### src/hw/sodr_defines.vh
// constants for the sensor output data register bank
`ifndef SODR_DEFINES_VH
`define SODR_DEFINES_VH
`define SODR_ACCEL_X_RESULT 7'h0a
`define SODR_ACCEL_Y_RESULT 7'h0c
`define SODR_ACCEL_Z_RESULT 7'h0e
`define SODR_FIELD_X_RESULT 7'h10
`define SODR_FIELD_Y_RESULT 7'h12
`define SODR_FIELD_Z_RESULT 7'h14
`define SODR_PRESSURE_HIGH_WORD 7'h16
`define SODR_PRESSURE_LOW_BYTE 7'h18
`define SODR_DIE_TEMPERATURE_RESULT 7'h1a
`define SODR_FIRST_ADDR 7'h0a
`define SODR_LAST_ADDR 7'h1a
`define SODR_NUM_REGS 9
`define SODR_IDX_PRESS_LOW 4'h7
`define SODR_IDX_TEMP 4'h8
`define SODR_FRESH_BIT 15
`define SODR_ALARM_BIT 14
`define SODR_DATA_MSB 13
`define SODR_TEMP_MSB 11
`define SODR_LOW_MSB 7
`define SODR_WORD_BITS 16
`define SODR_CMD_WRITE_BIT 15
`define SODR_CMD_ADDR_MSB 14
`define SODR_CMD_ADDR_LSB 8
`define SODR_BIT_CNT_LAST 4'hf
`endif

### src/hw/sodr_output_regs.v
// serial slave with the sensor output data register bank
`timescale 1ns/100ps
`include "sodr_defines.vh"
module sodr_output_regs (
    input wire core_clk_i,
    input wire rst_i,
    input wire ss_n_i,
    input wire sclk_i,
    input wire mosi_i,
    output wire miso_o,
    input wire sample_we_i,
    input wire [3:0] sample_sel_i,
    input wire [13:0] sample_data_i,
    input wire alarm_active_i,
    output wire [8:0] fresh_o
);

////////////////////////////////////////////////////////////////////////////////
// pin synchronisers, change accepted when stages two and three agree
wire ss_n_lvl;
wire sclk_lvl;
wire mosi_lvl;
wire nxt_ss_n;
wire nxt_sclk;

// select idles high, so reset shows no false frame start
sodr_pin_sync #(
    .IDLE(1'b1)
) u_ss_sync (
    .core_clk_i(core_clk_i),
    .rst_i(rst_i),
    .pin_i(ss_n_i),
    .level_o(ss_n_lvl),
    .nxt_level_o(nxt_ss_n)
);

// mode 3 clock idles high between frames
sodr_pin_sync #(
    .IDLE(1'b1)
) u_sclk_sync (
    .core_clk_i(core_clk_i),
    .rst_i(rst_i),
    .pin_i(sclk_i),
    .level_o(sclk_lvl),
    .nxt_level_o(nxt_sclk)
);

// data needs no edge preview, only read on clock rise
sodr_pin_sync #(
    .IDLE(1'b0)
) u_mosi_sync (
    .core_clk_i(core_clk_i),
    .rst_i(rst_i),
    .pin_i(mosi_i),
    .level_o(mosi_lvl),
    .nxt_level_o()
);

// edges taken one cycle early from the filter's next value
wire frame_start = ss_n_lvl & ~nxt_ss_n;
wire sclk_rise = ~ss_n_lvl & ~sclk_lvl & nxt_sclk;
wire sclk_fall = ~ss_n_lvl & sclk_lvl & ~nxt_sclk;

////////////////////////////////////////////////////////////////////////////////
// register storage
reg [13:0] data_ff [0:`SODR_NUM_REGS-1];
reg [8:0] fresh_ff;
reg [6:0] addr_ff;

// nine registers from the first to the last even address
wire addr_hit = (addr_ff >= `SODR_FIRST_ADDR) && (addr_ff <= `SODR_LAST_ADDR);
// odd addresses up to 0x19 fold onto the even one below; 0x1b reads zero
wire [6:0] addr_off = addr_ff - `SODR_FIRST_ADDR;
wire [3:0] rd_idx = addr_off[4:1];

// reply word for the pending address
reg [15:0] rd_word;
always @* begin
    rd_word = 16'h0000;
    if (addr_hit) begin
        if (rd_idx == `SODR_IDX_PRESS_LOW) begin
            rd_word[`SODR_LOW_MSB:0] = data_ff[rd_idx][`SODR_LOW_MSB:0];
        end else begin
            rd_word[`SODR_DATA_MSB:0] = data_ff[rd_idx];
            rd_word[`SODR_FRESH_BIT] = fresh_ff[rd_idx];
            rd_word[`SODR_ALARM_BIT] = alarm_active_i;
        end
    end
end

// fresh clear taken at frame start, kept even if the frame is cut
wire rd_take = frame_start & addr_hit;
integer i;
// one sampler load per cycle, set beats read clear

always @(posedge core_clk_i or posedge rst_i) begin
    if (rst_i) begin
        fresh_ff <= 9'h000;
        for (i = 0; i < `SODR_NUM_REGS; i = i + 1) begin
            data_ff[i] <= 14'h0000;
        end
    end else begin
        for (i = 0; i < `SODR_NUM_REGS; i = i + 1) begin
            if (sample_we_i && (sample_sel_i == i[3:0])) begin
                if (i == `SODR_IDX_TEMP) begin
                    data_ff[i] <= {2'h0, sample_data_i[`SODR_TEMP_MSB:0]};
                end else if (i == `SODR_IDX_PRESS_LOW) begin
                    data_ff[i] <= {6'h00, sample_data_i[`SODR_LOW_MSB:0]};
                end else begin
                    data_ff[i] <= sample_data_i;
                end
                fresh_ff[i] <= 1'b1;
            end else if (rd_take && (rd_idx == i[3:0])) begin
                fresh_ff[i] <= 1'b0;
            end
        end
    end
end

////////////////////////////////////////////////////////////////////////////////
// serial framing, mode 3, msb first
reg [15:0] tx_ff;
reg [15:0] rx_ff;
reg [3:0] bit_cnt_ff;
reg miso_ff;

always @(posedge core_clk_i or posedge rst_i) begin
    if (rst_i) begin
        tx_ff <= 16'h0000;
        rx_ff <= 16'h0000;
        bit_cnt_ff <= 4'h0;
        miso_ff <= 1'b0;
        addr_ff <= 7'h00;
    end else begin
        if (frame_start) begin
            // reply holds previously requested word
            // msb shows now and again on the first fall
            tx_ff <= rd_word;
            miso_ff <= rd_word[15];
            bit_cnt_ff <= 4'h0;
        end else if (sclk_fall) begin
            miso_ff <= tx_ff[15];
            tx_ff <= {tx_ff[14:0], 1'b0};
        end
        // data taken on the rising clock edge, mode 3
        if (sclk_rise) begin
            rx_ff <= {rx_ff[14:0], mosi_lvl};
            bit_cnt_ff <= bit_cnt_ff + 4'h1;
            // each read transfer carries the read address for the next frame
            // command bit still one place below its slot; writes ignored
            if ((bit_cnt_ff == `SODR_BIT_CNT_LAST) && !rx_ff[`SODR_CMD_WRITE_BIT - 1]) begin
                addr_ff <= rx_ff[`SODR_CMD_ADDR_MSB - 1:`SODR_CMD_ADDR_LSB - 1];
            end
        end
    end
end

// both outputs straight from registers
assign miso_o = miso_ff;
assign fresh_o = fresh_ff;

endmodule

////////////////////////////////////////////////////////////////////////////////
// three-stage pin synchroniser with agreement filter
// a single-cycle glitch on the pin never reaches the level
module sodr_pin_sync #(
    parameter [0:0] IDLE = 1'b1
) (
    input wire core_clk_i,
    input wire rst_i,
    input wire pin_i,
    output wire level_o,
    output wire nxt_level_o
);

reg [2:0] sync_ff;
reg level_ff;

// stage one feeds nothing but stage two
assign nxt_level_o = (sync_ff[1] == sync_ff[2]) ? sync_ff[2] : level_ff;

// reset holds the idle level, no false edge after reset
always @(posedge core_clk_i or posedge rst_i) begin
    if (rst_i) begin
        sync_ff <= {3{IDLE}};
        level_ff <= IDLE;
    end else begin
        sync_ff <= {sync_ff[1:0], pin_i};
        level_ff <= nxt_level_o;
    end
end

assign level_o = level_ff;

endmodule

### config.mk
export PLATFORM = sky130hd
export DESIGN_NAME = sodr_output_regs
export DESIGN_NICKNAME = d
export VERILOG_FILES = /design/src/hw/sodr_output_regs.v
export VERILOG_INCLUDE_DIRS = /design/src /design/src/hw
export SDC_FILE = /design/constraint.sdc
export NUM_CORES = 1
export LEC_CHECK = 0
export BUFFER_PORTS_ARGS = -buffer_cell sky130_fd_sc_hd__buf_2
export CAP_MARGIN = 0
export CELL_PAD_IN_SITES_DETAIL_PLACEMENT = 1
export CELL_PAD_IN_SITES_GLOBAL_PLACEMENT = 1
export CORE_AREA = 3 3 144 111
export CTS_CLUSTER_SIZE = 24
export DETAILED_ROUTE_END_ITERATION = 12
export DIE_AREA = 0 0 147 114
export GPL_ROUTABILITY_DRIVEN = 0
export PLACE_DENSITY_LB_ADDON = 0.3
export SYNTH_ARGS = -nofsm -noshare
export SYNTH_HDL_FRONTEND = slang
export SYNTH_SLANG_ARGS = --single-unit
### constraint.sdc
create_clock -name core_clk_i -period 13 [get_ports core_clk_i]
set_input_delay 1.95 -clock core_clk_i [delete_from_list [all_inputs] [get_ports core_clk_i]]
set_output_delay 1.95 -clock core_clk_i [all_outputs]
set_load 0.005 [all_outputs]
# [After elaboration in Yosys (flattened, before gate mapping)]
# Index checks and enable logic that the tools add are counted.
[totals] reg_bits=182 input_bits=25 out_inout_bits=10
[classes] addsub=2 order_cmp=4 eq_ne=20 n_mux=33 bitwise_logic=11 n_reduce_logical=35
[ops] cell="$bmux W14 S4" count=1
[ops] cell="$mux W16" count=3
[ops] cell="$eq A4 B3 Y1 const B" count=8
[ops] cell="$mux W14" count=2
[ops] cell="$mux W1" count=23
[ops] cell="$reduce_bool A2 Y1" count=11
[ops] cell="$logic_and A1 B1 Y1" count=20
[ops] cell="$eq A4 B2 Y1 const B" count=4
[ops] cell="$eq A4 B4 Y1 const B" count=3
[ops] cell="$eq A4 B1 Y1 const B" count=2
[ops] cell="$logic_not A4 Y1" count=2
[ops] cell="$mux W4" count=2
[ops] cell="$mux W8" count=1
[ops] cell="$ge A7 B4 Y1 const B" count=1
[ops] cell="$le A7 B5 Y1 const B" count=1
[ops] cell="$and A1 B1 Y1" count=6
[ops] cell="$ge A5 B5 Y1 const B" count=1
[ops] cell="$lt A4 B5 Y1 const B" count=1
[ops] cell="$not A4 Y5" count=1
[ops] cell="$sub A5 B4 Y5 const B" count=1
[ops] cell="$add A4 B1 Y4 const B" count=1
[ops] cell="$bmux W1 S4" count=1
[ops] cell="$not A1 Y1" count=4
[ops] cell="$eq A1 B1 Y1" count=3
[ops] cell="other kinds (2)" count=2

# [Depth between registers and ports, before layout]
[depth] word_depth=8 mapped_depth=12

# [Cells and area by module]
# Synthesis repeated with hierarchy kept, for this count alone.
[unflattened] hier_cells=619 hier_area_um2=8131.5
[by_module_without_submodules] module="sodr_output_regs" n_inst=1 cells_per_inst=601 area_each_um2=7776.2 seq_area_each_um2=4254.1
[by_module_without_submodules] module="sodr_pin_sync at u_sclk_sync ..." n_inst=2 cells_per_inst=6 area_each_um2=120.1 seq_area_each_um2=105.1
[by_module_without_submodules] module="sodr_pin_sync at u_mosi_sync" n_inst=1 cells_per_inst=6 area_each_um2=115.1 seq_area_each_um2=100.1

# [Worst setup path before layout]
# OpenSTA, ideal clock, no wires.
[synth_timing] kind="input port to flip-flop" from="input sample_sel_i[3]" to="register data_ff[28] (netlist bit)" setup_ns=0.125 arrival_ns=3.430 required_ns=12.875 path_slack_ns=9.445 stages=4 n_path_buf=1 path_cell_list="nand3b_1 > nor3b_1 > clkbuf_1 > mux2_2"
[synth_between] elab_chain_len=2
[synth_rtl] item="from (decl)" line_no="sodr_output_regs.v:12" source="input wire [3:0] sample_sel_i,"
[synth_rtl] item="$eq A4 B3 Y1" line_no="sodr_output_regs.v:104" source="if (sample_we_i && (sample_sel_i == i[3:0])) begin"
[synth_rtl] item="$logic_and A1 B1 Y1" line_no="sodr_output_regs.v:104"
[synth_rtl] item="to (signal, indexed assignment)" line_no="sodr_output_regs.v:106" source="data_ff[i] <= {2'h0, sample_data_i[`SODR_TEMP_MSB:0]};"
[synth_rtl] item="to (signal, indexed assignment)" line_no="sodr_output_regs.v:108" source="data_ff[i] <= {6'h00, sample_data_i[`SODR_LOW_MSB:0]};"
[synth_rtl] item="to (signal, indexed assignment)" line_no="sodr_output_regs.v:110" source="data_ff[i] <= sample_data_i;"
[synth_rtl] item="to (decl)" line_no="sodr_output_regs.v:66" source="reg [13:0] data_ff [0:`SODR_NUM_REGS-1];"
# Every way passes these cells.
# A chain may end at the register's enable or synchronous reset.

# [Worst setup path in the final report]
[layout_timing] from="register addr_ff[1]" to="register miso_ff (netlist: miso_o)"
[layout_between] elab_chain_len=6
[layout_rtl] item="from (decl)" line_no="sodr_output_regs.v:68" source="reg [6:0] addr_ff;"
[layout_rtl] item="from (signal assigned)" line_no="sodr_output_regs.v:152" source="addr_ff <= rx_ff[`SODR_CMD_ADDR_MSB - 1:`SODR_CMD_ADDR_LSB - 1];"
[layout_rtl] item="$sub A5 B4 Y5 (no source line)"
[layout_rtl] item="$bmux W1 S4" line_no="sodr_output_regs.v:85" source="rd_word[`SODR_FRESH_BIT] = fresh_ff[rd_idx];"
[layout_rtl] item="$mux W1 (not written as such)" line_no="sodr_output_regs.v:85"
[layout_rtl] item="$mux W8" line_no="sodr_output_regs.v:81" source="if (rd_idx == `SODR_IDX_PRESS_LOW) begin"
[layout_rtl] item="$mux W16 (*)" line_no="sodr_output_regs.v:80" source="if (addr_hit) begin"
[layout_rtl] item="$mux W1 (*)" line_no="sodr_output_regs.v:135" source="if (frame_start) begin"
[layout_rtl] item="to (signal assigned)" line_no="sodr_output_regs.v:139" source="miso_ff <= rd_word[15];"
[layout_rtl] item="to (signal assigned)" line_no="sodr_output_regs.v:142" source="miso_ff <= tx_ff[15];"
[layout_rtl] item="to (decl)" line_no="sodr_output_regs.v:125" source="reg miso_ff;"
# Mark *: on every way between the ends. The rest lies on a longest branch, timed or not. The select of a mux whose other input is x is not followed.

==> results.py <==
metrics = {
    "outcome": {
        "outcome": "finished, final reports clean",
    },
    "setup_path": {
        "cp.required_ns": 13.35,
        "crit_type": "register to register",
        "critPathMaxFanout": 40,
        "endpoint_kind": "register",
        "r2r_start": "addr_ff[1]",
        "critPathLaunch": "addr_ff[1]",
        "crit_path_start_kind": "register",
        "critPathArrivalTime_ns": 3.97,
    },
    "synth": {
        "synth.avg_cell_area_um2": 13.9,
        "syn-instance-count": 578,
        "synth.net_count": 609,
        "synth_cell_types": 46,
        "ys_ff_latch": 182,
        "synth_top_area_share_pct": 54.0,
        "netlist_area_um2": 8060,
        "synth_area_leaders": "dfrtp_1, mux2_2, mux4_2",
        "synth_edf_count": 0,
        "synth.largest_area_cell": "dfrtp_1",
        "postSynth.asyncResetShare_pct": 100,
        "yosysWarnings": 0,
        "ys.flop_type": "dfrtp_1",
        "ys_seq_area_share_pct": 56.6,
    },
    "placed_design": {
        "dpl-instance-area_um2": 8430,
        "place_ws_ns": 9.00,
        "dpl.hpwl_mm": 11.7,
        "port_buffers": 34,
    },
    "global_routing": {
        "grt_max_degree": 113,
        "antenna_found_initial": 0,
        "grt_overflow": 0,
        "grt_pass1_wl_mm": 31.2,
        "grt_usage_pct": 24.4,
        "grt_pass1_vias": 5632,
    },
    "routing": {
        "drc": 0,
        "drtIter0Drc": 303,
        "via_per_inst": 6.14,
        "dr_wl_met3_um": 627,
        "firstDrtPassIters": 4,
        "top_layer": "met4",
        "totalWireLength_mm": 19.2,
        "dr_wl_met2_mm": 9.77,
        "wl_met1_mm": 8.51,
        "ant_nets": 0,
        "wl_per_cell_um": 23.6,
        "num_vias": 5007,
    },
    "floorplan": {
        "rows": 38,
        "die_x_um": 147,
        "io_pins": 35,
        "die_h_um": 114,
        "dieArea_um2": 16800,
        "core_um2": 14500,
        "floorplan.initialDensity_pct": 55.4,
    },
    "finish": {
        "insertedDiodeCount": 0,
        "nets": 634,
        "final_util_pct": 61.8,
        "final_common_cell": "dfrtp_1",
        "most-common-layout-cells": "dfrtp_1, mux2_2, buf_2, a21oi_1, mux4_2",
        "area_growth_pct": 11.5,
        "stdcell_area_um2": 8980,
        "drive_gt1_share_pct": 41.5,
    },
    "clock_tree": {
        "post-cts-setup-buffer-count": 0,
        "numCtsBuffers": 17,
        "cts-htree-levels": 4,
        "clk_pin_slew_worst_paths_ns": 0.06,
        "clock_latency_ns": 0.42,
        "clock-sinks": 182,
        "clockRootBuffer": "clkbuf_16",
        "cts_hold_buf": 0,
        "cts_buffer_depth": 2,
        "cts_tree": "built",
        "ctsResizeCount": 0,
    },
    "power": {
        "total_power_mw": 1.40,
        "leakagePower_nw": 3.86,
        "ir_worst_vdd_v": 0.0000978,
        "power_density_nw_per_um2": 156,
    },
    "hold_path": {
        "min_path_type": "register to register",
        "worstHoldStart": "u_mosi_sync.sync_ff[0]",
    },
    "sta": {
        "slew_headroom_pct": 8.12,
        "rsz0062_at_grt": "false",
        "maxSlewViolCount": 0,
        "final-setup-viol-count": 0,
        "finClkSkew_ns": 0.00709,
        "fin_crit_ns": 3.62,
        "finalCritPeriodShare_pct": 27.8,
        "worstMarginPinSlew_ns": 1.36,
        "clock.fmax_ghz": 0.276,
        "setup_ws_ns": 9.38,
        "fin_tns_setup_ns": 0,
        "hold_viol": 0,
    },
    "flow_run": {
        "drv_cap": 0,
    },
}
through the flow:
stage	instances	hold slack [ns]
floorplan	578	0.331
global placement	784	0.336
detailed placement	784	0.339
CTS	815	0.354
global route	815	0.368
finish	815	0.350
Yosys cell counts (all sizes together) (6+ instances only):
master  instances
inv            11
buf             6
o21ai          16
o31ai          11
mux4           24
nand2          13
mux2          147
clkbuf         31
a21oi          27
and3           12
nor2           22
ha              6
dfstp           8
dfrtp         174
a22oi           6
sequential cells by signal, summed over array words and instances, names as in the netlist, 3 cells and up:
register and count:
bit_cnt_ff 4, rx_ff 15, u_mosi_sync.sync_ff 3, data_ff 118, fresh_o 9, u_sclk_sync.sync_ff 3
tx_ff 16, addr_ff 7, u_ss_sync.sync_ff 3
path summary, 6_finish.rpt:
| path | cells past startpoint | end | slack [ns] |
|---|---|---|---|
| worst max-delay path | 8 | miso_o | 9.38 |
| worst min-delay path | 0 | u_mosi_sync.sync_ff[1] | 0.35 |
| worst max register to register | 8 | miso_o | 9.38 |
| worst min register to register | 0 | u_mosi_sync.sync_ff[1] | 0.35 |
| max in group asynchronous | 3 | data_ff[30] | 9.69 |
| min in group asynchronous | 2 | data_ff[101] | 1.72 |
power breakdown:
part	switching, mW	internal [mW]
Combinational	0.0703	0.109
Sequential	0.0603	0.672
Clock	0.208	0.278
Total	0.339	1.06
critical path: stages, from the launching register on:
cell	delay [ns]
dfrtp_2	0.34
buf_4	0.53
inv_1	0.19
ha_1	0.34
xnor2_1	0.41
nor2_1	1.05
a21oi_1	0.17
a211o_1	0.35
a21oi_1	0.14
per-layer routing:
layer,vias up,global-route usage (%)
met5,-,0
met2,92,41.2
met4,0,6.46
met3,20,5.20
met1,2709,32.5
li1,2186,-
layout make-up:
class | instances | area, µm²
clock buffer | 24 | 482
multi-input combinational | 348 | 3330
tap | 200 | 250
inverter | 11 | 46.3
sequential | 182 | 4570
fill | 1421 | 5560
clock inverter | 7 | 72.6
timing repair buffer | 43 | 238
logic make-up after synthesis:
family	count (synthesis)	synth area share, %
and+or+nand+nor	75	4.88
muxes	172	27.4
AOI/OAI and AO/OA	89	7.19
adders and majority gates	8	1.18
buffers and inverters	48	2.30
xor gates and xnor gates	4	0.435
DFF	182	56.6
(Power assumes the default switching activity.)
